===== src/atc_pkg.sv =====
// package: constants and types of the acquisition trigger controller
`default_nettype none
package atc_pkg;
  // timing
  localparam int unsigned CLK_HZ = 50_000_000;
  localparam int unsigned CLK_MHZ = CLK_HZ / 1_000_000;
  localparam int unsigned HOLD_MIN_NS = 250;
  localparam int unsigned HOLD_MIN_CYC = (HOLD_MIN_NS * CLK_MHZ + 999) / 1000;
  localparam int unsigned HOLD_MAX_S = 12;
  localparam int unsigned HOLD_MAX_CYC = HOLD_MAX_S * CLK_HZ;
  localparam int unsigned DFLT_DIVS = 5;
  localparam int unsigned AUTO_DIVS = 10;
  // register offsets
  localparam logic [7:0] A_CTRL = 8'h00;
  localparam logic [7:0] A_FORCE = 8'h04;
  localparam logic [7:0] A_HOLD = 8'h08;
  localparam logic [7:0] A_TDIV = 8'h0c;
  localparam logic [7:0] A_PRE = 8'h10;
  localparam logic [7:0] A_PLIM = 8'h14;
  localparam logic [7:0] A_SHW = 8'h18;
  localparam logic [7:0] A_STAT = 8'h1c;
  localparam logic [7:0] A_TZERO = 8'h20;
  // control word fields
  localparam int B_RUN = 0;
  localparam int B_AUTO = 1;
  localparam int B_DHOLD = 2;
  localparam int B_SLOPE = 3;
  localparam int B_SRC = 4;
  localparam int B_TYPE = 7;
  localparam int B_CPL = 9;
  localparam int B_PCLS = 12;
  localparam int B_LCLS = 15;
  localparam int B_LOP = 17;
  // reset values
  localparam logic [31:0] CTRL_RST = 32'h0000_0000;
  localparam logic [31:0] HOLD_RST = 32'(HOLD_MIN_CYC);
  localparam logic [31:0] TDIV_RST = 32'h0000_0064;
  localparam logic [6:0] PRE_RST = 7'h32;
  localparam logic [15:0] PLIM_RST = 16'h0010;
  localparam logic [31:0] SHW_RST = 32'h0004_0004;
  // codes
  localparam logic [1:0] TT_EDGE = 2'h0;
  localparam logic [1:0] TT_PULSE = 2'h1;
  localparam logic [1:0] TT_LOGIC = 2'h2;
  localparam logic [2:0] PC_GLITCH = 3'h0;
  localparam logic [2:0] PC_RUNT = 3'h1;
  localparam logic [2:0] PC_WIDTH = 3'h2;
  localparam logic [2:0] PC_SLEW = 3'h3;
  localparam logic [2:0] PC_TMO = 3'h4;
  localparam logic [1:0] LC_PAT = 2'h0;
  localparam logic [1:0] LC_STATE = 2'h1;
  localparam logic [1:0] LC_SH = 2'h2;
  localparam logic [2:0] CP_DC = 3'h0;
  localparam logic [2:0] CP_NR = 3'h4;
  typedef enum logic [4:0] {
    ST_IDLE = 5'b00001,
    ST_ARM = 5'b00010,
    ST_READY = 5'b00100,
    ST_TRIGD = 5'b01000,
    ST_HOLD = 5'b10000
  } atc_state_t;
endpackage : atc_pkg
`default_nettype wire


===== src/atc_qual_if.sv =====
// interface: settings to the qualifier and its trigger event back
`default_nettype none
interface atc_qual_if;
  logic [7:0] hi;
  logic [7:0] lo;
  logic [2:0] src;
  logic [1:0] ttype;
  logic slope;
  logic [2:0] pcls;
  logic [1:0] lcls;
  logic [1:0] lop;
  logic [15:0] plim;
  logic [15:0] setup;
  logic [15:0] hold;
  logic ev;
  modport ctl (output hi, lo, src, ttype, slope, pcls, lcls, lop, plim,
    setup, hold, input ev);
  modport qual (input hi, lo, src, ttype, slope, pcls, lcls, lop, plim,
    setup, hold, output ev);
endinterface : atc_qual_if
`default_nettype wire


===== src/atc_trig_ctrl.sv =====
// module: main trigger controller with register port and record sequencing
//
// The register addresses and the plain strobed port were left to the implementer.
`default_nettype none
module atc_trig_ctrl import atc_pkg::*; #(
  parameter int unsigned REC_LEN = 1024,
  parameter int unsigned AW = $clog2(REC_LEN),
  parameter int unsigned SMP_DIV = 1,
  parameter int unsigned HOLD_MAX = HOLD_MAX_CYC
) (
  // clock and reset
  input wire logic ref_clk,
  input wire logic rst,
  // register port
  input wire logic [7:0] reg_addr,
  input wire logic [31:0] reg_wdata,
  input wire logic reg_wr,
  input wire logic reg_rd,
  output logic [31:0] reg_rdata,
  // comparator outputs, asynchronous
  input wire logic [3:0] ch_hi,
  input wire logic [3:0] ch_lo,
  input wire logic line_hi,
  input wire logic aux_hi,
  // front end control
  output logic [2:0] cpl_sel,
  output logic [2:0] trig_src,
  // record store
  output logic cap_we,
  output logic [AW-1:0] cap_addr,
  output logic acq_done,
  // status lights
  output logic st_arm,
  output logic st_ready,
  output logic st_trigd
);
  typedef struct packed {
    atc_state_t st;
    logic [9:0] s1;
    logic [9:0] s2;
    logic [9:0] s3;
    logic [9:0] sv;
    logic [31:0] ctrl;
    logic [31:0] hold;
    logic [31:0] tdiv;
    logic [6:0] pct;
    logic [15:0] plim;
    logic [31:0] shw;
    logic pend;
    logic forced;
    logic [15:0] dcnt;
    logic [AW:0] cnt;
    logic [AW-1:0] waddr;
    logic [AW-1:0] tzero;
    logic [31:0] hcnt;
    logic [35:0] ato;
    logic we;
    logic [AW-1:0] addr;
    logic done;
    logic arm;
    logic ready;
    logic trigd;
    logic [2:0] cpl;
    logic [31:0] rdata;
  } atc_st_t;
  atc_st_t r_q;
  atc_st_t r_d;

  atc_qual_if qi ();

  atc_qual u_qual (
    .ref_clk(ref_clk),
    .rst(rst),
    .q(qi.qual)
  );

  logic run, auto_m, dhold, tick, fwr, trig;
  logic [1:0] ttype;
  logic [2:0] cpl_req;
  logic [6:0] pc;
  logic [AW:0] pre_n, post_n;
  logic [35:0] hreq, atmo;
  logic [31:0] hload;

  // synchronised sources; hi uses ch_hi, lo uses ch_lo, line_hi and aux_hi feed both
  assign qi.hi = {2'h0, r_q.sv[5:0]};
  assign qi.lo = {2'h0, r_q.sv[5:4], r_q.sv[9:6]};
  assign qi.src = r_q.ctrl[B_SRC +: 3];
  assign qi.ttype = r_q.ctrl[B_TYPE +: 2];
  assign qi.slope = r_q.ctrl[B_SLOPE];
  assign qi.pcls = r_q.ctrl[B_PCLS +: 3];
  assign qi.lcls = r_q.ctrl[B_LCLS +: 2];
  assign qi.lop = r_q.ctrl[B_LOP +: 2];
  assign qi.plim = r_q.plim;
  assign qi.setup = r_q.shw[15:0];
  assign qi.hold = r_q.shw[31:16];

  always_comb begin
    r_d = r_q;
    // a change counts only once the second and third stages agree
    r_d.s1 = {ch_lo, aux_hi, line_hi, ch_hi};
    r_d.s2 = r_q.s1;
    r_d.s3 = r_q.s2;
    r_d.sv = (~(r_q.s2 ^ r_q.s3) & r_q.s3) | ((r_q.s2 ^ r_q.s3) & r_q.sv);

    run = r_q.ctrl[B_RUN];
    auto_m = r_q.ctrl[B_AUTO];
    dhold = r_q.ctrl[B_DHOLD];
    ttype = r_q.ctrl[B_TYPE +: 2];
    cpl_req = r_q.ctrl[B_CPL +: 3];
    fwr = reg_wr && (reg_addr == A_FORCE);

    pc = (r_q.pct > 7'h64) ? 7'h64 : r_q.pct;
    pre_n = (AW + 1)'((32'(pc) * REC_LEN) / 100);
    post_n = (AW + 1)'(REC_LEN) - pre_n;

    hreq = dhold ? 36'(r_q.tdiv) * 36'(DFLT_DIVS) : 36'(r_q.hold);
    if (hreq < 36'(HOLD_MIN_CYC)) begin
      hload = 32'(HOLD_MIN_CYC);
    end else if (hreq > 36'(HOLD_MAX)) begin
      hload = 32'(HOLD_MAX);
    end else begin
      hload = hreq[31:0];
    end
    // timeout scales with the timebase
    atmo = 36'(r_q.tdiv) * 36'(AUTO_DIVS);

    tick = (r_q.dcnt == 16'(SMP_DIV - 1));
    r_d.dcnt = tick ? 16'h0 : r_q.dcnt + 16'h1;

    if (reg_wr) begin
      case (reg_addr)
        A_CTRL: r_d.ctrl = reg_wdata;
        A_HOLD: r_d.hold = reg_wdata;
        A_TDIV: r_d.tdiv = reg_wdata;
        A_PRE: r_d.pct = reg_wdata[6:0];
        A_PLIM: r_d.plim = reg_wdata[15:0];
        A_SHW: r_d.shw = reg_wdata;
        default: ;
      endcase
    end

    // auto timer runs only in auto mode
    if (auto_m && r_q.ato != 36'h0 && r_q.st != ST_IDLE) begin
      r_d.ato = r_q.ato - 36'h1;
    end

    trig = 1'b0;
    r_d.we = 1'b0;
    r_d.done = 1'b0;
    case (r_q.st)
      ST_IDLE: begin
        if (run) begin
          r_d.st = ST_ARM;
          r_d.cnt = '0;
          r_d.ato = atmo;
        end
      end
      ST_ARM: begin
        if (r_q.cnt >= pre_n) begin
          r_d.st = ST_READY;
        end else if (tick) begin
          r_d.we = 1'b1;
          r_d.cnt = r_q.cnt + (AW + 1)'(1);
        end
      end
      ST_READY: begin
        r_d.we = tick;
        // without an event, pending force or auto expiry nothing completes
        trig = qi.ev || r_q.pend || (auto_m && r_q.ato == 36'h0);
        if (trig) begin
          r_d.st = ST_TRIGD;
          r_d.tzero = r_q.waddr;
          r_d.cnt = '0;
          r_d.forced = !qi.ev;
          r_d.pend = 1'b0;
          if (auto_m) begin
            r_d.ato = atmo;
          end
        end
      end
      ST_TRIGD: begin
        // qualifier events are not looked at here
        if (r_q.cnt >= post_n) begin
          r_d.st = ST_HOLD;
          r_d.hcnt = hload;
          r_d.done = 1'b1;
        end else if (tick) begin
          r_d.we = 1'b1;
          r_d.cnt = r_q.cnt + (AW + 1)'(1);
        end
      end
      ST_HOLD: begin
        if (r_q.hcnt == 32'h0) begin
          r_d.st = ST_ARM;
          r_d.cnt = '0;
        end else begin
          r_d.hcnt = r_q.hcnt - 32'h1;
        end
      end
      default: r_d.st = ST_IDLE;
    endcase

    if (r_d.we) begin
      r_d.addr = r_q.waddr;
      r_d.waddr = (r_q.waddr == AW'(REC_LEN - 1)) ? '0 : r_q.waddr + AW'(1);
    end

    if (!run) begin
      r_d.st = ST_IDLE;
      r_d.we = 1'b0;
      r_d.done = 1'b0;
      r_d.pend = 1'b0;
    end
    // a new request wins over the one being consumed
    if (fwr && run) begin
      r_d.pend = 1'b1;
    end

    r_d.arm = (r_d.st == ST_ARM);
    r_d.ready = (r_d.st == ST_READY);
    r_d.trigd = (r_d.st == ST_TRIGD);
    r_d.cpl = (ttype == TT_EDGE && cpl_req <= CP_NR) ? cpl_req : CP_DC;

    r_d.rdata = 32'h0;
    if (reg_rd) begin
      case (reg_addr)
        A_CTRL: r_d.rdata = r_q.ctrl;
        A_HOLD: r_d.rdata = r_q.hold;
        A_TDIV: r_d.rdata = r_q.tdiv;
        A_PRE: r_d.rdata = {25'h0, r_q.pct};
        A_PLIM: r_d.rdata = {16'h0, r_q.plim};
        A_SHW: r_d.rdata = r_q.shw;
        A_STAT: r_d.rdata = {26'h0, r_q.forced, r_q.pend,
          r_q.st == ST_HOLD, r_q.trigd, r_q.ready, r_q.arm};
        A_TZERO: r_d.rdata = 32'(r_q.tzero);
        default: r_d.rdata = 32'h0;
      endcase
    end
  end

  always_ff @(posedge ref_clk) begin
    if (rst) begin
      r_q <= '{st: ST_IDLE, ctrl: CTRL_RST, hold: HOLD_RST, tdiv: TDIV_RST,
        pct: PRE_RST, plim: PLIM_RST, shw: SHW_RST, cpl: CP_DC,
        default: '0};
    end else begin
      r_q <= r_d;
    end
  end

  assign reg_rdata = r_q.rdata;
  assign cpl_sel = r_q.cpl;
  assign trig_src = r_q.ctrl[B_SRC +: 3];
  assign cap_we = r_q.we;
  assign cap_addr = r_q.addr;
  assign acq_done = r_q.done;
  assign st_arm = r_q.arm;
  assign st_ready = r_q.ready;
  assign st_trigd = r_q.trigd;
endmodule : atc_trig_ctrl
`default_nettype wire


===== src/atc_qual.sv =====
// module: edge, pulse and logic qualification of the trigger sources
`default_nettype none
module atc_qual import atc_pkg::*; (
  // clock and reset
  input wire logic ref_clk,
  input wire logic rst,
  // settings in, event out
  atc_qual_if.qual q
);
  typedef struct packed {
    logic s;
    logic l;
    logic f;
    logic ck;
    logic d;
    logic runt;
    logic [15:0] cnt;
    logic [15:0] lcnt;
    logic [15:0] dcnt;
    logic [15:0] hcnt;
    logic ev;
  } atc_qst_t;
  atc_qst_t r_q;
  atc_qst_t r_d;
  logic s, l, act, pact, la, pla, f, ck_e, ev;
  logic [3:0] v;

  always_comb begin
    r_d = r_q;
    s = q.hi[q.src];
    l = q.lo[q.src];
    act = s ^ q.slope;
    pact = r_q.s ^ q.slope;
    la = l ^ q.slope;
    pla = r_q.l ^ q.slope;
    // duplicating a member keeps and/or neutral for the 3-input state case
    v = (q.lcls == LC_PAT) ? q.hi[3:0] : {q.hi[2], q.hi[2:0]};
    f = (q.lop[0] ? |v : &v) ^ q.lop[1];
    r_d.ck = q.hi[3] ^ q.slope;
    ck_e = r_d.ck & ~r_q.ck;
    r_d.s = s;
    r_d.l = l;
    r_d.f = f;
    r_d.d = q.hi[0];
    r_d.cnt = (s != r_q.s) ? 16'h0 : r_q.cnt + {15'h0, r_q.cnt != 16'hffff};
    r_d.lcnt = (la & ~pla) ? 16'h0 : r_q.lcnt + {15'h0, r_q.lcnt != 16'hffff};
    r_d.dcnt = (r_d.d != r_q.d) ? 16'h0 :
      r_q.dcnt + {15'h0, r_q.dcnt != 16'hffff};
    r_d.hcnt = ck_e ? 16'h0 : r_q.hcnt + {15'h0, r_q.hcnt != 16'hffff};
    if (la & ~pla) begin
      r_d.runt = 1'b1;
    end
    if ((act & ~pact) | (~la & pla)) begin
      r_d.runt = 1'b0;
    end
    ev = 1'b0;
    case (q.ttype)
      TT_EDGE: ev = act & ~pact;
      TT_PULSE: begin
        case (q.pcls)
          PC_GLITCH: ev = ~act & pact & (r_q.cnt < q.plim);
          PC_RUNT: ev = ~la & pla & r_q.runt;
          PC_WIDTH: ev = ~act & pact & (r_q.cnt >= q.plim);
          PC_SLEW: ev = act & ~pact & (r_q.lcnt > q.plim);
          PC_TMO: ev = ~act & (s == r_q.s) & (r_q.cnt == q.plim);
          default: ev = 1'b0;
        endcase
      end
      TT_LOGIC: begin
        case (q.lcls)
          LC_PAT: ev = f & ~r_q.f;
          LC_STATE: ev = ck_e & f;
          // a data change on the clock edge itself sits inside the window
          LC_SH: ev = (ck_e & (r_q.dcnt < q.setup)) |
            ((r_d.d != r_q.d) & (ck_e | (r_q.hcnt < q.hold)));
          default: ev = 1'b0;
        endcase
      end
      default: ev = 1'b0;
    endcase
    r_d.ev = ev;
  end

  always_ff @(posedge ref_clk) begin
    if (rst) begin
      r_q <= '{cnt: 16'h0, lcnt: 16'h0, dcnt: 16'hffff, hcnt: 16'hffff,
        default: '0};
    end else begin
      r_q <= r_d;
    end
  end

  assign q.ev = r_q.ev;
endmodule : atc_qual
`default_nettype wire


===== config.mk =====
export PLATFORM = sky130hd
export DESIGN_NAME = atc_trig_ctrl
export DESIGN_NICKNAME = d
export VERILOG_FILES = /design/src/atc_pkg.sv /design/src/atc_qual_if.sv /design/src/atc_trig_ctrl.sv /design/src/atc_qual.sv
export SDC_FILE = /design/constraint.sdc
export NUM_CORES = 1
export LEC_CHECK = 0
export BUFFER_PORTS_ARGS = -buffer_cell sky130_fd_sc_hd__buf_2
export CAP_MARGIN = 20
export CELL_PAD_IN_SITES_DETAIL_PLACEMENT = 0
export CELL_PAD_IN_SITES_GLOBAL_PLACEMENT = 1
export CORE_AREA = 2 2 232 234
export CTS_CLUSTER_SIZE = 10
export DETAILED_ROUTE_END_ITERATION = 10
export DIE_AREA = 0 0 234 236
export MAX_ROUTING_LAYER = met4
export PLACE_DENSITY = 0.91
export SYNTH_ARGS = -nofsm -noshare
export SYNTH_HDL_FRONTEND = slang
export SYNTH_SLANG_ARGS = --single-unit

===== constraint.sdc =====
create_clock -name ref_clk -period 27.3 [get_ports ref_clk]
set_input_delay 5.46 -clock ref_clk [delete_from_list [all_inputs] [get_ports ref_clk]]
set_output_delay 5.46 -clock ref_clk [all_outputs]
set_load 0.02 [all_outputs]

==> impl_metrics.tcl <==
set metrics [dict create \
    outcome "completed" \
    track_usage 0.269 \
    slew_violations 0 \
    dieHeight_um 236 \
    arrival_ns 20.29 \
    synthFlopType "dfxtp_1" \
    powerDensity_mw_per_mm2 54.9 \
    max_freq_mhz 50.5 \
    end_kind "flop" \
    wire_per_inst_um 18.4 \
    fin_nets 3500 \
    min_period_over_period 0.726 \
    cts_tree "done" \
    yosys-top-cells-count "nand2_1 (451), dfxtp_1 (434), nor2_1 (339), a21oi_1 (297), ha_1 (173)" \
    wl_met3_um 4260 \
    coreArea_mm2 0.0531 \
    maxCapViolCount 0 \
    dieArea_mm2 0.0552 \
    grt_pass1_wl_um 119000 \
    hold_class "flop to flop" \
    finalHoldViolations 0 \
    syn_area_mm2 0.0262 \
    top_level_ports 107 \
    synthesis.nets 3519 \
    cts_root_buf "clkbuf_16" \
    syn2layout_area_growth_pct 7.74 \
    vdd_drop_max_v 0.0000574 \
    synth_top_family_by_area "simple AND/OR/NAND/NOR gates" \
    row_count 85 \
    synth_edf_count 0 \
    yosys.area_share.adder 0.0835 \
    min_from "r_d[344]$_SDFF_PP0_" \
    drc 0 \
    crit_start "r_q[220]$_SDFFE_PP1P_" \
    worst_slew_pin_slew_ns 1.05 \
    synth.most_common_cell "nand2_1" \
    synth_compound_area_frac 0.198 \
    synth-seq-area-share 0.332 \
    highest_layer "met4" \
    die_w_um 234 \
    synth_cell_types 108 \
    fin_hold_ws_ns 0.432 \
    dr_total_vias 23605 \
    leakagePower_nw 11.0 \
    cts_resized 0 \
    cts.sinks 434 \
    synth_xor_area_frac 0.0532 \
    dr.pass1.iters 7 \
    grt_pass1_vias 22341 \
    synth_cells 3291 \
    post-route-min-period_ns 19.82 \
    htreeDepth 2 \
    crit_top_cell "ha_1" \
    critical_path.max_stage_delay_ns 0.78 \
    finalSetupViolCount 0 \
    synthTopCellsByArea "dfxtp_1 (33%), ha_1 (8.3%), nand2_1 (6.5%)" \
    drt_iter0_markers 1816 \
    ys_ff_latch 434 \
    cts_hold_buf 0 \
    yosysTopAreaCellShare 0.332 \
    grt_start_max_net_pins 101 \
    r2r-start "r_q[220]$_SDFFE_PP1P_" \
    synth_area_leader_cell "dfxtp_1" \
    routed_via_density 5.92 \
    synthSimpleGateAreaFrac 0.240 \
    wl_um 73400 \
    antenna_found_initial 6 \
    numCtsBuffers 50 \
    initial_core_util 0.493 \
    avgSynthCellArea_um2 7.95 \
    slew_headroom 0.296 \
    gr-total-overflow 0 \
    cts.clk_slew.worst_paths_ns 0.06 \
    worstPathMaxFanout 25 \
    place.gp.congestion 0.912 \
    muxShareOfSynthArea 0.0377 \
    crit_type "flop to flop" \
    rrSetupSlack_ns 7.48 \
    crit_path_top_delay_cell "o21a_1" \
    wirelength_met1_um 33500 \
    worst_clock_skew_ns 0.0269 \
    setup_tns_ns 0 \
    cp.required_ns 27.77 \
    hpwl_um 54100 \
    yosys_warnings 0 \
    wl_met2_um 33700 \
    worstSkewPairLatency_ns 0.61 \
    clock_path_buffers 3 \
    portBuffers 106 \
    drive_gt1_frac 0.0868 \
    async_flop_share 0 \
    grt_setup_unrepaired "false" \
    cp-start-kind "flop" \
    cts_setup_buffers 0 \
    drtAntennaViolNets 0 \
]
==> through the flow <==
step / worst slack (ns) / utilization / total power [W] / cell area [um^2] / std cells
global placement: 8.03 / 0.505 / 0.000957 / 26800 / 3916
CTS: 7.60 / 0.531 / 0.00156 / 28200 / 3980
finish: 7.48 / 0.531 / 0.00155 / 28200 / 3986
floorplan: 11.49 / - / 0.000907 / 26200 / 3291
detailed placement: 7.61 / 0.505 / 0.000966 / 26800 / 3916
global route: 5.49 / 0.531 / 0.00162 / 28200 / 3986
==> layout by cell type (no fill, tap or decap), drive strengths merged, types with 15 or more instances in the layout <==
| cell | synthesis | routed |
|---|---|---|
| a21oi | 301 | 301 |
| nand2 | 453 | 453 |
| xnor2 | 83 | 83 |
| clkbuf | 132 | 59 |
| nand2b | 44 | 44 |
| or2 | 18 | 18 |
| or4 | 15 | 15 |
| buf | 70 | 131 |
| o31ai | 16 | 16 |
| nand3 | 79 | 79 |
| a221oi | 26 | 26 |
| a211oi | 49 | 49 |
| and2 | 28 | 28 |
| mux2i | 78 | 78 |
| nor3 | 83 | 83 |
| nor2 | 339 | 339 |
| or3 | 38 | 38 |
| nand3b | 15 | 15 |
| o21a | 23 | 23 |
| inv | 117 | 119 |
| ha | 173 | 173 |
| nor2b | 76 | 76 |
| a21o | 50 | 50 |
| a22oi | 26 | 26 |
| o21ai | 134 | 134 |
| xor2 | 76 | 76 |
| dfxtp | 434 | 434 |
| nor4 | 30 | 30 |
| and3 | 27 | 27 |
| nand4 | 52 | 52 |
==> area by class of cell <==
class / instances / area (um^2)
Tap cell: 696 / 871
Clock buffer: 59 / 1290
Multi-Input combinational cell: 2535 / 16100
Antenna cell: 6 / 15.0
Fill cell: 4910 / 24900
Sequential cell: 434 / 8690
Inverter: 120 / 464
Timing Repair Buffer: 131 / 728
Clock inverter: 5 / 68.8
==> logic make-up after synthesis <==
logic type / Yosys count
AO/OA/AOI/OAI: 789
XOR/XNOR: 159
adder cells (fa/ha/maj): 174
buffers and inverters: 322
flip-flops: 434
multiplexers: 92
AND/OR/NAND/NOR: 1321
==> power breakdown <==
part	total [W]	switching, W	internal, W
Combinational	0.000273	0.000151	0.000123
Clock	0.000592	0.000260	0.000332
Sequential	0.000682	0.0000250	0.000657
Total	0.00155	0.000436	0.00111
==> critical path, delay by kind of cell (launching register included) <==
kind / cells / cell delay, ns
and+or+nand+nor: 34 / 6.05
AOI/OAI and AO/OA: 23 / 6.19
muxes: 1 / 0.33
buffers and inverters: 11 / 2.03
xor gates and xnor gates: 3 / 0.64
adders and majority gates: 11 / 3.72
DFF: 1 / 0.68
==> path summary, 6_finish.rpt <==
kind	endpoint	cells past startpoint
hold / removal	r_d[334]$_SDFF_PP0_	1
setup / recovery	r_q[147]$_SDFFE_PP0P_	83
hold reg to reg	r_d[334]$_SDFF_PP0_	1
setup reg to reg	r_q[147]$_SDFFE_PP0P_	83
==> layer usage <==
metal | global-route usage | up-vias
li1 | - | 11541
met1 | 0.363 | 11239
met2 | 0.421 | 696
met3 | 0.0372 | 129
met4 | 0.0746 | 0
met5 | - | -
==> sequential cells by signal, summed over array words and instances, names as in the netlist, 2 cells and up, named ones only <==
| name | count |
|---|---|
| qi.setup | 16 |
| qi.lop | 2 |
| qi.lcls | 2 |
| trig_src | 3 |
| qi.plim | 16 |
| u_qual.r_q | 70 |
| reg_rdata | 32 |
| cpl_sel | 3 |
| qi.hold | 16 |
| qi.ttype | 2 |
| r_q | 217 |
| r_d | 20 |
| cpl_req | 3 |
| cap_addr | 10 |
| qi.pcls | 3 |
Note: power is estimated with default switching activity, not from simulation.
